==> src/rtl/fidgp_pkg.sv <==
// Package of constants and types for the flash identification and group-protect host controller
package fidgp_pkg;
	// ****************************************
	// Bus widths
	// ****************************************
	localparam int FIDGP_AW = 21; // Flash address width
	localparam int FIDGP_DW = 8; // Flash data width
	// ****************************************
	// Address fields
	// ****************************************
	localparam int FIDGP_GRP_LSB = 18; // Sector group index low bit
	localparam int FIDGP_SEC_LSB = 16; // Sector index low bit
	localparam logic [FIDGP_AW-1:0] FIDGP_ADR_MFR = 21'h000000; // Manufacturer byte
	localparam logic [FIDGP_AW-1:0] FIDGP_ADR_DEV = 21'h000001; // Device byte
	localparam logic [FIDGP_AW-1:0] FIDGP_ADR_PROT = 21'h000002; // Protect status, bits 6,1,0
	localparam logic [FIDGP_AW-1:0] FIDGP_ADR_U1 = 21'h000555; // Unlock address one
	localparam logic [FIDGP_AW-1:0] FIDGP_ADR_U2 = 21'h0002aa; // Unlock address two
	localparam logic [FIDGP_DW-1:0] FIDGP_DAT_U1 = 8'haa; // Unlock data one
	localparam logic [FIDGP_DW-1:0] FIDGP_DAT_U2 = 8'h55; // Unlock data two
	localparam logic [FIDGP_DW-1:0] FIDGP_DAT_ID = 8'h90; // Identification command
	localparam logic [FIDGP_DW-1:0] FIDGP_DAT_RST = 8'hf0; // Return to read mode
	// ****************************************
	// Timing, 100 MHz clock
	// ****************************************
	localparam int FIDGP_CLK_NS = 10; // Clock period in ns
	localparam int FIDGP_PHASE_NS = 100; // Least setup, strobe and hold phase
	localparam int FIDGP_PHASE_CYC = (FIDGP_PHASE_NS + FIDGP_CLK_NS - 1) / FIDGP_CLK_NS;
	localparam int FIDGP_PROG_US = 100; // Least protect programming pulse
	localparam int FIDGP_PROG_CYC = (FIDGP_PROG_US * 1000 + FIDGP_CLK_NS - 1) / FIDGP_CLK_NS;
	localparam int FIDGP_CW = 14; // Counter width, holds FIDGP_PROG_CYC
	// ****************************************
	// Operation codes on the request port
	// ****************************************
	typedef enum logic [2:0] {
		FIDGP_OP_HV_ID, // Read id byte with high voltage identification level
		FIDGP_OP_CMD_ID, // Unlock and identification command sequence
		FIDGP_OP_READ, // Plain read at the given address
		FIDGP_OP_PROTECT, // Program protection of one sector group
		FIDGP_OP_VERIFY, // High-voltage verify of one sector group
		FIDGP_OP_EXIT // Write read/reset command
	} fidgp_op_t;
	// ****************************************
	// Bus cycle kinds for the cycle engine
	// ****************************************
	typedef enum logic [1:0] {
		FIDGP_CY_RD,
		FIDGP_CY_WR,
		FIDGP_CY_PROG
	} fidgp_cy_t;
endpackage : fidgp_pkg

==> src/rtl/fidgp_cyc_if.sv <==
// Interface between the sequencer and the pin cycle engine
`timescale 1ns/1ps
interface fidgp_cyc_if;
	import fidgp_pkg::*;
	logic start; // Start one bus cycle
	fidgp_cy_t kind; // Cycle kind
	logic [FIDGP_AW-1:0] addr; // Address to drive
	logic [FIDGP_DW-1:0] wdata; // Data to write
	logic hv_addr; // High voltage on the address pin
	logic hv_oe; // High voltage on output enable
	logic done; // Cycle finished pulse
	logic [FIDGP_DW-1:0] rdata; // Sampled read data
	modport seq (output start, kind, addr, wdata, hv_addr, hv_oe, input done, rdata);
	modport eng (input start, kind, addr, wdata, hv_addr, hv_oe, output done, rdata);
endinterface : fidgp_cyc_if

==> src/rtl/fidgp_cyc_eng.sv <==
// Pin cycle engine: one read, write or protect-program cycle on the flash pins
`timescale 1ns/1ps
module fidgp_cyc_eng (
	input wire logic i_clk,
	input wire logic i_srst,
	fidgp_cyc_if.eng cy,
	input wire logic [fidgp_pkg::FIDGP_DW-1:0] i_dq,
	output logic [fidgp_pkg::FIDGP_DW-1:0] o_dq,
	output logic o_dq_oe,
	output logic [fidgp_pkg::FIDGP_AW-1:0] o_addr,
	output logic o_ce_n,
	output logic o_oe_n,
	output logic o_we_n,
	output logic o_hv_addr,
	output logic o_hv_oe
);
	import fidgp_pkg::*;
	// ****************************************
	// State
	// ****************************************
	typedef enum {ST_IDLE, ST_SETUP, ST_STROBE, ST_HOLD} fidgp_est_t;
	fidgp_est_t st_r, st_nxt;
	logic [FIDGP_CW-1:0] cnt_r, cnt_nxt; // Phase counter
	fidgp_cy_t kind_r, kind_nxt; // Latched kind
	logic [FIDGP_AW-1:0] addr_r, addr_nxt;
	logic [FIDGP_DW-1:0] wd_r, wd_nxt;
	logic [FIDGP_DW-1:0] rd_r, rd_nxt;
	logic hva_r, hva_nxt, hvo_r, hvo_nxt;
	logic [FIDGP_DW-1:0] dq_s1_r, dq_s2_r, dq_s3_r; // Three-stage input sync
	logic [FIDGP_DW-1:0] dq_ok_r, dq_ok_nxt; // Last byte on which stages two and three agreed
	logic done_r, done_nxt;
	// Strobe length for the latched kind
	function automatic logic [FIDGP_CW-1:0] strobe_len(input fidgp_cy_t k);
		strobe_len = (k == FIDGP_CY_PROG) ? FIDGP_CW'(FIDGP_PROG_CYC) : FIDGP_CW'(FIDGP_PHASE_CYC);
	endfunction : strobe_len
	// ****************************************
	// Next state
	// ****************************************
	always_comb begin
		st_nxt = st_r;
		cnt_nxt = cnt_r;
		kind_nxt = kind_r;
		addr_nxt = addr_r;
		wd_nxt = wd_r;
		rd_nxt = rd_r;
		hva_nxt = hva_r;
		hvo_nxt = hvo_r;
		done_nxt = 1'b0;
		// A bus change counts only once the second and third stage agree
		dq_ok_nxt = (dq_s2_r == dq_s3_r) ? dq_s3_r : dq_ok_r;
		case (st_r)
			ST_IDLE: begin
				if (cy.start) begin
					// Address and levels set up before any strobe falls
					kind_nxt = cy.kind;
					addr_nxt = cy.addr;
					wd_nxt = cy.wdata;
					hva_nxt = cy.hv_addr;
					hvo_nxt = cy.hv_oe;
					cnt_nxt = FIDGP_CW'(FIDGP_PHASE_CYC);
					st_nxt = ST_SETUP;
				end
			end
			ST_SETUP: begin
				cnt_nxt = cnt_r - 1'b1;
				if (cnt_r == FIDGP_CW'(1)) begin
					cnt_nxt = strobe_len(kind_r);
					st_nxt = ST_STROBE;
				end
			end
			ST_STROBE: begin
				// Address held stable for the whole strobe
				cnt_nxt = cnt_r - 1'b1;
				if (cnt_r == FIDGP_CW'(1)) begin
					if (kind_r == FIDGP_CY_RD) begin
						// Agreed second and third stage give the read byte
						rd_nxt = dq_ok_r;
					end
					cnt_nxt = FIDGP_CW'(FIDGP_PHASE_CYC);
					st_nxt = ST_HOLD;
				end
			end
			ST_HOLD: begin
				cnt_nxt = cnt_r - 1'b1;
				if (cnt_r == FIDGP_CW'(1)) begin
					hva_nxt = 1'b0;
					hvo_nxt = 1'b0;
					done_nxt = 1'b1;
					st_nxt = ST_IDLE;
				end
			end
			default: st_nxt = ST_IDLE;
		endcase
	end
	// ****************************************
	// Registers
	// ****************************************
	always_ff @(posedge i_clk) begin
		if (i_srst) begin
			st_r <= ST_IDLE;
			cnt_r <= '0;
			kind_r <= FIDGP_CY_RD;
			addr_r <= '0;
			wd_r <= '0;
			rd_r <= '0;
			hva_r <= 1'b0;
			hvo_r <= 1'b0;
			done_r <= 1'b0;
			dq_s1_r <= '0;
			dq_s2_r <= '0;
			dq_s3_r <= '0;
			dq_ok_r <= '0;
		end else begin
			st_r <= st_nxt;
			cnt_r <= cnt_nxt;
			kind_r <= kind_nxt;
			addr_r <= addr_nxt;
			wd_r <= wd_nxt;
			rd_r <= rd_nxt;
			hva_r <= hva_nxt;
			hvo_r <= hvo_nxt;
			done_r <= done_nxt;
			dq_s1_r <= i_dq;
			dq_s2_r <= dq_s1_r;
			dq_s3_r <= dq_s2_r;
			dq_ok_r <= dq_ok_nxt;
		end
	end
	// ****************************************
	// Pin drive
	// ****************************************
	wire busy = (st_r != ST_IDLE);
	wire strobe = (st_r == ST_STROBE);
	wire is_rd = (kind_r == FIDGP_CY_RD);
	assign o_addr = addr_r;
	assign o_ce_n = ~busy;
	// Write: strobe low with chip select low, output enable high
	assign o_we_n = ~(strobe && !is_rd);
	assign o_oe_n = ~(strobe && is_rd);
	// Data driven through setup, strobe and hold so the device latches at the rise
	assign o_dq = wd_r;
	assign o_dq_oe = busy && (kind_r == FIDGP_CY_WR);
	assign o_hv_addr = hva_r;
	assign o_hv_oe = hvo_r;
	assign cy.done = done_r;
	assign cy.rdata = rd_r;
endmodule : fidgp_cyc_eng

==> src/rtl/fidgp_host.sv <==
// Host controller that identifies a flash device and programs and checks group protection
// Overview of operation
// - High-voltage detect on address pin selects identification
// - Host keeps address bit one low for ids
// - Write: strobe low, select low, output-enable high
// - Protect needs high voltage on address and enable
// - Group address stable through the whole strobe
// - Unlock writes AAh, 55h, then 90h
`timescale 1ns/1ps
module fidgp_host (
	input wire logic i_clk,
	input wire logic i_srst,
	input wire logic i_req_valid,
	output logic o_req_ready,
	input wire fidgp_pkg::fidgp_op_t i_req_op,
	input wire logic [fidgp_pkg::FIDGP_AW-1:0] i_req_addr,
	output logic o_rsp_valid,
	output logic [fidgp_pkg::FIDGP_DW-1:0] o_rsp_data,
	output logic o_rsp_parity_ok,
	output logic o_rsp_protected,
	output logic [7:0] o_prot_map,
	input wire logic [fidgp_pkg::FIDGP_DW-1:0] i_dq,
	output logic [fidgp_pkg::FIDGP_DW-1:0] o_dq,
	output logic o_dq_oe,
	output logic [fidgp_pkg::FIDGP_AW-1:0] o_addr,
	output logic o_ce_n,
	output logic o_oe_n,
	output logic o_we_n,
	output logic o_hv_addr,
	output logic o_hv_oe
);
	import fidgp_pkg::*;
	// ****************************************
	// Declarations
	// ****************************************
	typedef enum {ST_IDLE, ST_CYC, ST_WAIT, ST_RSP} fidgp_st_t;
	fidgp_st_t st_r, st_nxt;
	fidgp_op_t op_r, op_nxt; // Operation in progress
	logic [FIDGP_AW-1:0] ad_r, ad_nxt; // Request address
	logic [1:0] step_r, step_nxt; // Cycle index in a sequence
	logic [FIDGP_DW-1:0] rsp_r, rsp_nxt; // Response byte
	logic par_r, par_nxt; // Response parity good
	logic prt_r, prt_nxt; // Response protect flag
	logic [7:0] map_r, map_nxt; // Known group protection, one bit per group
	logic rv_r, rv_nxt; // Response valid pulse
	fidgp_cyc_if cyc ();
	// Group index from address bits 20..18
	function automatic logic [2:0] sector_group_index(input logic [FIDGP_AW-1:0] a);
		sector_group_index = a[FIDGP_AW-1:FIDGP_GRP_LSB];
	endfunction : sector_group_index
	// Id read address: bit 0 kept, bits 1, 2 and 6 low, group bits kept
	function automatic logic [FIDGP_AW-1:0] id_addr(input logic [FIDGP_AW-1:0] a);
		id_addr = (a & ~21'h000047) | {20'h00000, a[0]};
	endfunction : id_addr
	// Protect read address: group bits with bits 6,1,0 = 0,1,0
	function automatic logic [FIDGP_AW-1:0] prot_addr(input logic [FIDGP_AW-1:0] a);
		prot_addr = {sector_group_index(a), 18'h00000} | FIDGP_ADR_PROT;
	endfunction : prot_addr
	// ****************************************
	// Sequence table: one cycle of each operation step
	// ****************************************
	logic last_step; // Current step ends the operation
	always_comb begin
		cyc.kind = FIDGP_CY_RD;
		cyc.addr = '0;
		cyc.wdata = '0;
		cyc.hv_addr = 1'b0;
		cyc.hv_oe = 1'b0;
		last_step = 1'b1;
		case (op_r)
			FIDGP_OP_HV_ID: begin
				cyc.hv_addr = 1'b1;
				cyc.addr = id_addr(ad_r);
			end
			FIDGP_OP_CMD_ID: begin
				cyc.kind = FIDGP_CY_WR;
				last_step = (step_r == 2'd2);
				// Three writes, each latched by the device as address and data
				case (step_r)
					2'd0: begin
						cyc.addr = FIDGP_ADR_U1;
						cyc.wdata = FIDGP_DAT_U1;
					end
					2'd1: begin
						cyc.addr = FIDGP_ADR_U2;
						cyc.wdata = FIDGP_DAT_U2;
					end
					default: begin
						cyc.addr = FIDGP_ADR_U1;
						cyc.wdata = FIDGP_DAT_ID;
					end
				endcase
			end
			FIDGP_OP_READ: begin
				// After the id command offset 02h reports protection
				cyc.addr = ad_r;
			end
			FIDGP_OP_PROTECT: begin
				cyc.kind = FIDGP_CY_PROG;
				cyc.hv_addr = 1'b1;
				cyc.hv_oe = 1'b1;
				cyc.addr = prot_addr(ad_r);
			end
			FIDGP_OP_VERIFY: begin
				cyc.hv_addr = 1'b1;
				cyc.addr = prot_addr(ad_r);
			end
			FIDGP_OP_EXIT: begin
				cyc.kind = FIDGP_CY_WR;
				cyc.wdata = FIDGP_DAT_RST;
			end
			default: ;
		endcase
	end
	// ****************************************
	// Sequencer next state
	// ****************************************
	always_comb begin
		st_nxt = st_r;
		op_nxt = op_r;
		ad_nxt = ad_r;
		step_nxt = step_r;
		rsp_nxt = rsp_r;
		par_nxt = par_r;
		prt_nxt = prt_r;
		map_nxt = map_r;
		rv_nxt = 1'b0;
		cyc.start = 1'b0;
		case (st_r)
			ST_IDLE: begin
				if (i_req_valid) begin
					op_nxt = i_req_op;
					ad_nxt = i_req_addr;
					step_nxt = 2'd0;
					st_nxt = ST_CYC;
				end
			end
			ST_CYC: begin
				cyc.start = 1'b1;
				st_nxt = ST_WAIT;
			end
			ST_WAIT: begin
				if (cyc.done) begin
					if (last_step) begin
						rsp_nxt = cyc.rdata;
						// Odd parity across the whole byte
						par_nxt = ^cyc.rdata;
						prt_nxt = cyc.rdata[0];
						// Verify result updates the group map
						if (op_r == FIDGP_OP_VERIFY) begin
							map_nxt[sector_group_index(ad_r)] = cyc.rdata[0];
						end
						st_nxt = ST_RSP;
					end else begin
						step_nxt = step_r + 2'd1;
						st_nxt = ST_CYC;
					end
				end
			end
			ST_RSP: begin
				rv_nxt = 1'b1;
				st_nxt = ST_IDLE;
			end
			default: st_nxt = ST_IDLE;
		endcase
	end
	// ****************************************
	// Sequencer registers
	// ****************************************
	always_ff @(posedge i_clk) begin
		if (i_srst) begin
			st_r <= ST_IDLE;
			op_r <= FIDGP_OP_READ;
			ad_r <= '0;
			step_r <= 2'd0;
			rsp_r <= '0;
			par_r <= 1'b0;
			prt_r <= 1'b0;
			map_r <= 8'h00;
			rv_r <= 1'b0;
		end else begin
			st_r <= st_nxt;
			op_r <= op_nxt;
			ad_r <= ad_nxt;
			step_r <= step_nxt;
			rsp_r <= rsp_nxt;
			par_r <= par_nxt;
			prt_r <= prt_nxt;
			map_r <= map_nxt;
			rv_r <= rv_nxt;
		end
	end
	// ****************************************
	// Outputs and pin engine
	// ****************************************
	assign o_req_ready = (st_r == ST_IDLE);
	assign o_rsp_valid = rv_r;
	assign o_rsp_data = rsp_r;
	assign o_rsp_parity_ok = par_r;
	assign o_rsp_protected = prt_r;
	assign o_prot_map = map_r;
	// Strobes set up and released in separate phases, so address settles first
	fidgp_cyc_eng u_eng (
		.i_clk(i_clk),
		.i_srst(i_srst),
		.cy(cyc.eng),
		.i_dq(i_dq),
		.o_dq(o_dq),
		.o_dq_oe(o_dq_oe),
		.o_addr(o_addr),
		.o_ce_n(o_ce_n),
		.o_oe_n(o_oe_n),
		.o_we_n(o_we_n),
		.o_hv_addr(o_hv_addr),
		.o_hv_oe(o_hv_oe)
	);
endmodule : fidgp_host

==> config.mk <==
export PLATFORM = sky130hd
export DESIGN_NAME = fidgp_host
export DESIGN_NICKNAME = d
export VERILOG_FILES = /design/src/rtl/fidgp_pkg.sv /design/src/rtl/fidgp_cyc_if.sv /design/src/rtl/fidgp_cyc_eng.sv /design/src/rtl/fidgp_host.sv
export SDC_FILE = /design/constraint.sdc
export NUM_CORES = 1
export LEC_CHECK = 0
export ABC_AREA = 0
export BUFFER_PORTS_ARGS = -buffer_cell sky130_fd_sc_hd__buf_2
export CAP_MARGIN = 40
export CELL_PAD_IN_SITES_DETAIL_PLACEMENT = 2
export CELL_PAD_IN_SITES_GLOBAL_PLACEMENT = 2
export CORE_MARGIN = 2
export CORE_UTILIZATION = 30
export CTS_CLUSTER_SIZE = 28
export DETAILED_ROUTE_END_ITERATION = 6
export MAX_ROUTING_LAYER = met4
export PLACE_DENSITY_LB_ADDON = 0.1
export SETUP_SLACK_MARGIN = 0.4
export SLEW_MARGIN = 20
export SYNTH_ARGS = -nofsm -noshare
export SYNTH_HDL_FRONTEND = slang
export SYNTH_SLANG_ARGS = --single-unit
==> constraint.sdc <==
create_clock -name i_clk -period 2.1 [get_ports i_clk]
set_input_delay 0.525 -clock i_clk [delete_from_list [all_inputs] [get_ports i_clk]]
set_output_delay 0.525 -clock i_clk [all_outputs]
set_load 0.03 [all_outputs]
# Word level (Yosys, flattened, before mapping)
# Index checks and enable logic that the tools add are counted.
word_totals:
  reg_bits: 197
  in_bits: 35
op_classes:
  n_addsub: 2
  order_cmp: 2
  eq_ne: 25
  n_mux: 37
  n_bitwise: 5
  n_reduce_logical: 30
ops:
  columns: ["cell", "count"]
  rows:
  - ["2-to-1 mux 32 bit", 6]
  - ["equality test 32 x 2 -> 1 bit, second input constant", 4]
  - ["one-hot mux 32 bit (4 select lines)", 1]
  - ["logical NOT 32 bit", 3]
  - ["one-hot mux 32 bit (3 select lines)", 1]
  - ["one-hot mux 21 bit (4 select lines)", 1]
  - ["equality test 32 x 1 -> 1 bit, second input constant", 2]
  - ["2-to-1 mux 14 bit", 4]
  - ["one-hot mux 14 bit (4 select lines)", 1]
  - ["equality test 32 x 3 -> 1 bit, second input constant", 1]
  - ["one-hot mux 8 bit (2 select lines)", 2]
  - ["nonzero test 32 bit", 1]
  - ["OR 21 x 1 -> 21 bit", 1]
  - ["equality test 14 x 1 -> 1 bit, second input constant", 1]
  - ["subtractor 14 x 1 -> 14 bit, second input constant", 1]
  - ["AND reduction 4 bit", 3]
  - ["2-to-1 mux 11 bit", 1]
  - ["2-to-1 mux 1 bit", 10]
  - ["AND reduction 3 bit", 3]
  - ["bitwise mux 8 bit", 1]
  - ["equality test 8 bit", 1]
  - ["2-to-1 mux 2 bit", 4]
  - ["!= test 2 x 1 -> 1 bit, second input constant", 4]
  - ["one-hot mux 2 bit (2 select lines)", 2]
  - ["22 further kinds", 42]

# Depth between registers and ports, before layout
logic_depth:
  word_depth: 5
  ltp_mapped: 9

# Hierarchy
# From an unflattened synthesis, not the netlist that was laid out.
unflattened:
  cells_unflattened: 671
  hier_area_um2: 5849.4
by_module_without_submodules:
  columns: ["mod", "n_inst", "cells_each", "area_per_inst_um2", "seq_area_each_um2"]
  rows:
  - ["fidgp_cyc_eng", 1, 399, 3649.8, 1801.7]
  - ["fidgp_host", 1, 272, 2199.6, 920.9]

# Least setup slack after synthesis
# Ideal clock, no wire load.
synth_path:
  path_kind: "reg-to-output"
  startpoint: "reg u_eng.st_r[0]"
  endpoint: "out o_dq_oe"
  arrival_time_ns: 1.755
  path_slack_ns: -0.180
  path_stages_with_launch: 5
  path_buffers: 1
  cell_sequence: "dfxtp_1 > inv_1 > ha_1 > clkbuf_1 > nor3b_1"
synth_between:
  elab_chain_len: 2
synth_rtl:
  columns: ["element", "line", "text"]
  rows:
  - ["from (decl)", "fidgp_cyc_eng.sv:22", "fidgp_est_t st_r, st_nxt;"]
  - ["from (signal assigned)", "fidgp_cyc_eng.sv:114", "st_r <= st_nxt;"]
  - ["nonzero test 32 bit", "fidgp_cyc_eng.sv:132", "wire busy = (st_r != ST_IDLE);"]
  - ["logical AND 1 bit", "fidgp_cyc_eng.sv:142", "assign o_dq_oe = busy && (kind_r == FIDGP_CY_WR);"]
  - ["to (decl)", "fidgp_host.sv:24", "output logic o_dq_oe,"]
# No other way between the ends.

# Worst setup path after layout
layout_path:
  startpoint: "reg u_eng.cnt_r[10]"
  endpoint: "reg u_eng.cnt_r[13]"
layout_between:
  elab_chain_len: 3
  elab_cells_between_ends: 5
  cone_classes: "1 x add/sub; 1 x eq/ne; 3 x mux"
layout_rtl:
  columns: ["element", "line", "text"]
  rows:
  - ["from (decl)", "fidgp_cyc_eng.sv:23", "logic [FIDGP_CW-1:0] cnt_r, cnt_nxt;"]
  - ["from (signal assigned)", "fidgp_cyc_eng.sv:115", "cnt_r <= cnt_nxt;"]
  - ["subtractor 14 x 1 -> 14 bit / equality test 14 x 1 -> 1 bit (equally long branches)", null, null]
  - ["2-to-1 mux 14 bit, on equally long branches", "fidgp_cyc_eng.sv:74, fidgp_cyc_eng.sv:66", null]
  - ["one-hot mux 14 bit (4 select lines) *", "fidgp_cyc_eng.sv:51", "case (st_r)"]
# Mark *: on every way between the ends. The rest lies on a longest branch, timed or not.
# A chain may end at the register's enable or synchronous reset.

==> out/qor.yml <==
synth:
  yosysWarnings: 0
  ys_seq_area_share_pct: 47.5
  yosysUniqueCellTypes: 54
  syn_avg_cell_area_um2: 8.65
  synth_nets: 699
  synthCells: 653
  synth_seq_cells: 134
  synth_edf_count: 0
  netlist_area_um2: 5650
  ys.flop_type: "dfxtp_1"
  synthArstFlopShare_pct: 0
sta:
  layout_worst_path_cycle_share_pct: 105
  slew_headroom_pct: 53.9
  whs_ns: 0.308
  drv_slew: 0
  skew_ns: 0.00552
  rsz0062_at_grt: "true"
  hold_viol_final: 0
  timing.fmax_mhz: 452
  setup_ws_ns: -0.112
  setup_viol: 13
  finalCriticalPeriod_ns: 2.21
  worstMarginPinSlew_ns: 0.686
clock_network:
  path_clk_slew_ns: 0.06
  cts_buffer_depth: 2
  clock_latency_ns: 0.42
  cts_num_sinks: 134
  cts_buffers: 17
  cts_root_buf: "clkbuf_16"
  cts_hold_buf: 0
  cts_tree: "done"
  htreeDepth: 4
place:
  dp_cells: 980
  routabilityCongestion: 0.808
  pre_cts_slack_ns: -0.138
  portBuffers: 89
  dp_hpwl_um: 12100
  placed_cell_area_um2: 6640
cells_and_area:
  nNetsFinal: 840
  mostFrequentLayoutCell: "dfxtp_1"
  final_layout_size_suffix_gt1_share_pct: 33.7
  fin_cells: 1042
  final_cell_mix: "dfxtp_1 (126), nand2_1 (85), buf_2 (83)"
  multi_input_area_um2: 3050
  design_area_um2: 7860
  seqCellArea_um2: 2700
  fillers: 2056
  area_growth_pct: 39.1
route:
  route.detailed.drc: 0
  drtAntennaViolNets: 0
  wire_per_inst_um: 17.8
  drt_pass1_iterations: 4
  totalWireLength_um: 18500
  drt_iter0_drc: 133
  num_vias: 5190
  via_per_inst: 4.98
flow_run:
  max-cap-violations: 0
global_routing:
  grt_max_degree: 129
  grt.total_usage_pct: 19.1
  grt_pass1_wl_um: 29300
  globalRouteOverflowTotal: 0
  grt_pass1_vias: 5624
  antenna_found_initial: 1
pwr:
  clock_power_share_pct: 37.4
  seqPwrFrac_pct: 34.4
  leakagePower_uw: 0.00324
  power_frac_comb_pct: 28.2
  swShare_pct: 32.7
  peakVddDrop_mv: 0.600
  power_density_nw_per_um2: 1030
  p_int_uw: 5430
  switching_power_uw: 2640
setup_path:
  start_kind: "flip-flop"
  critPathCaptureType: "flip-flop"
  critPathRequiredTime_ns: 2.42
  slowest_stage: "or4_4"
  path_max_fanout: 5
  crit_arrival_ns: 2.53
  worst-r2r-setup-slack_ns: -0.11
  worst_path_most_repeated_cell: "or4_4"
  slowest_delay_ns: 0.61
  crit_type: "flip-flop to flip-flop"
  cp_cell_sequence: "or4_4, or4_4, o211ai_4, o22ai_1, a22o_1"
floorplan:
  chipHeight_um: 141
  placementRows: 50
  initial_core_util_pct: 30.4
  dieArea_um2: 19900
  die_x_um: 141
  core_um2: 18600
  ios: 90
hold_path:
  hold_path.class: "input port to flip-flop"
status:
  status: "finished with violations"
  violations: "negative setup slack"
[synth_stat cells, drive strengths merged (4+ instances only)]
master	number	share of area (%)
nor3b	8	1.1
or3	8	0.91
nand3	17	1.5
ha	11	2.4
nand2b	7	0.78
o211ai	4	0.78
clkbuf	34	2.3
buf	9	0.97
nor2b	28	3.1
inv	18	1.2
a22oi	17	2.3
mux2i	35	6.2
a21oi	57	5.1
nor4	4	0.71
o21ai	23	2.1
xnor2	16	2.5
nand2	89	5.9
nor2	76	5.1
o22ai	4	0.44
nor3	10	0.89
nand4	4	0.44
nand3b	6	0.80
dfxtp	134	47
or4	5	0.86
[power groups by stage]
stage | clock network, µW | logic, µW | registers, µW
4_1_cts | 3100 | 2090 | 2770
3_3_place_gp | 0 | 1770 | 2800
6_report | 3020 | 2280 | 2780
3_5_place_dp | 0 | 1830 | 2810
2_1_floorplan | 0 | 1160 | 2810
5_1_grt | 3220 | 2460 | 2790
[layout make-up]
class / count / share of cell area [%]
multi-input combinational: 458 / 38.8
sequential: 134 / 34.4
timing repair buffer: 165 / 14.5
clock buffer: 17 / 5.42
tap: 234 / 3.73
clock inverter: 15 / 2.15
inverter: 18 / 0.956
antenna: 1 / 0.0319
[path summary, 6_finish.rpt]
path | end | start | cells past startpoint
worst max register to register | u_eng.cnt_r[13] | u_eng.cnt_r[10] | 5
worst max-delay path | u_eng.cnt_r[13] | u_eng.cnt_r[10] | 5
worst min register to register | u_eng.dq_s2_r[6] | u_eng.dq_s1_r[6] | 1
worst min-delay path | u_eng.dq_s1_r[3] | i_dq[3] | 2
[worst max-delay path, delay by kind of cell (launching register included)]
family           cells  cell delay (ns)
AO/OA/AOI/OAI        3             0.63
AND/OR/NAND/NOR      2             1.17
flip-flops           1             0.32
[registers in the layout, indices dropped and copies added, names as in the netlist, 2 cells and up]
signal          cells
u_eng.dq_s1_r       8
o_rsp_data          8
o_prot_map          8
u_eng.st_r          2
op_r                3
u_eng.kind_r        2
u_eng.o_dq          6
u_eng.dq_s2_r       8
step_r              2
u_eng.cnt_r        14
u_eng.cy.rdata      8
ad_r               21
u_eng.dq_s3_r       8
u_eng.dq_ok_r       8
st_r                2
u_eng.o_addr       21
[cell families (layout without fill, tap and decap cells)]
kind of cell,after synthesis,in the layout,share of synthesized area [%]
AND/OR/NAND/NOR,272,272,23.3
flip-flops,134,134,47.5
AO/OA/AOI/OAI,124,124,13.6
buffers and inverters,61,215,4.43
multiplexers,35,35,6.20
XOR/XNOR,16,16,2.48
adder cells (fa/ha/maj),11,11,2.44
other,0,1,0
[stage by stage]
step / total power, µW / TNS (ns) / util (%)
floorplan: 3970 / -0.162 / -
global placement: 4570 / -0.0662 / 35.7
detailed placement: 4640 / -0.508 / 35.7
CTS: 7960 / -0.300 / 40.9
global route: 8470 / -2.50 / 42.3
finish: 8070 / -0.763 / 42.3
[timing repair]
| item | 4_1_cts | 5_1_grt |
|---|---|---|
| gates resized for setup | 64 | 43 |
| buffers inserted | 20 | 9 |
| endpoints found under the setup margin | 81 | 60 |
| pin swaps | 16 | 15 |
[per-layer routing]
layer / share of wire (%) / track usage (%) / routed length [µm]
met5: 0 / - / 0
met4: 1.3 / 5.84 / 249
met3: 2.8 / 3.70 / 519
met2: 51 / 33.2 / 9400
met1: 45 / 22.4 / 8330
Note: power is estimated with default switching activity, not from simulation.
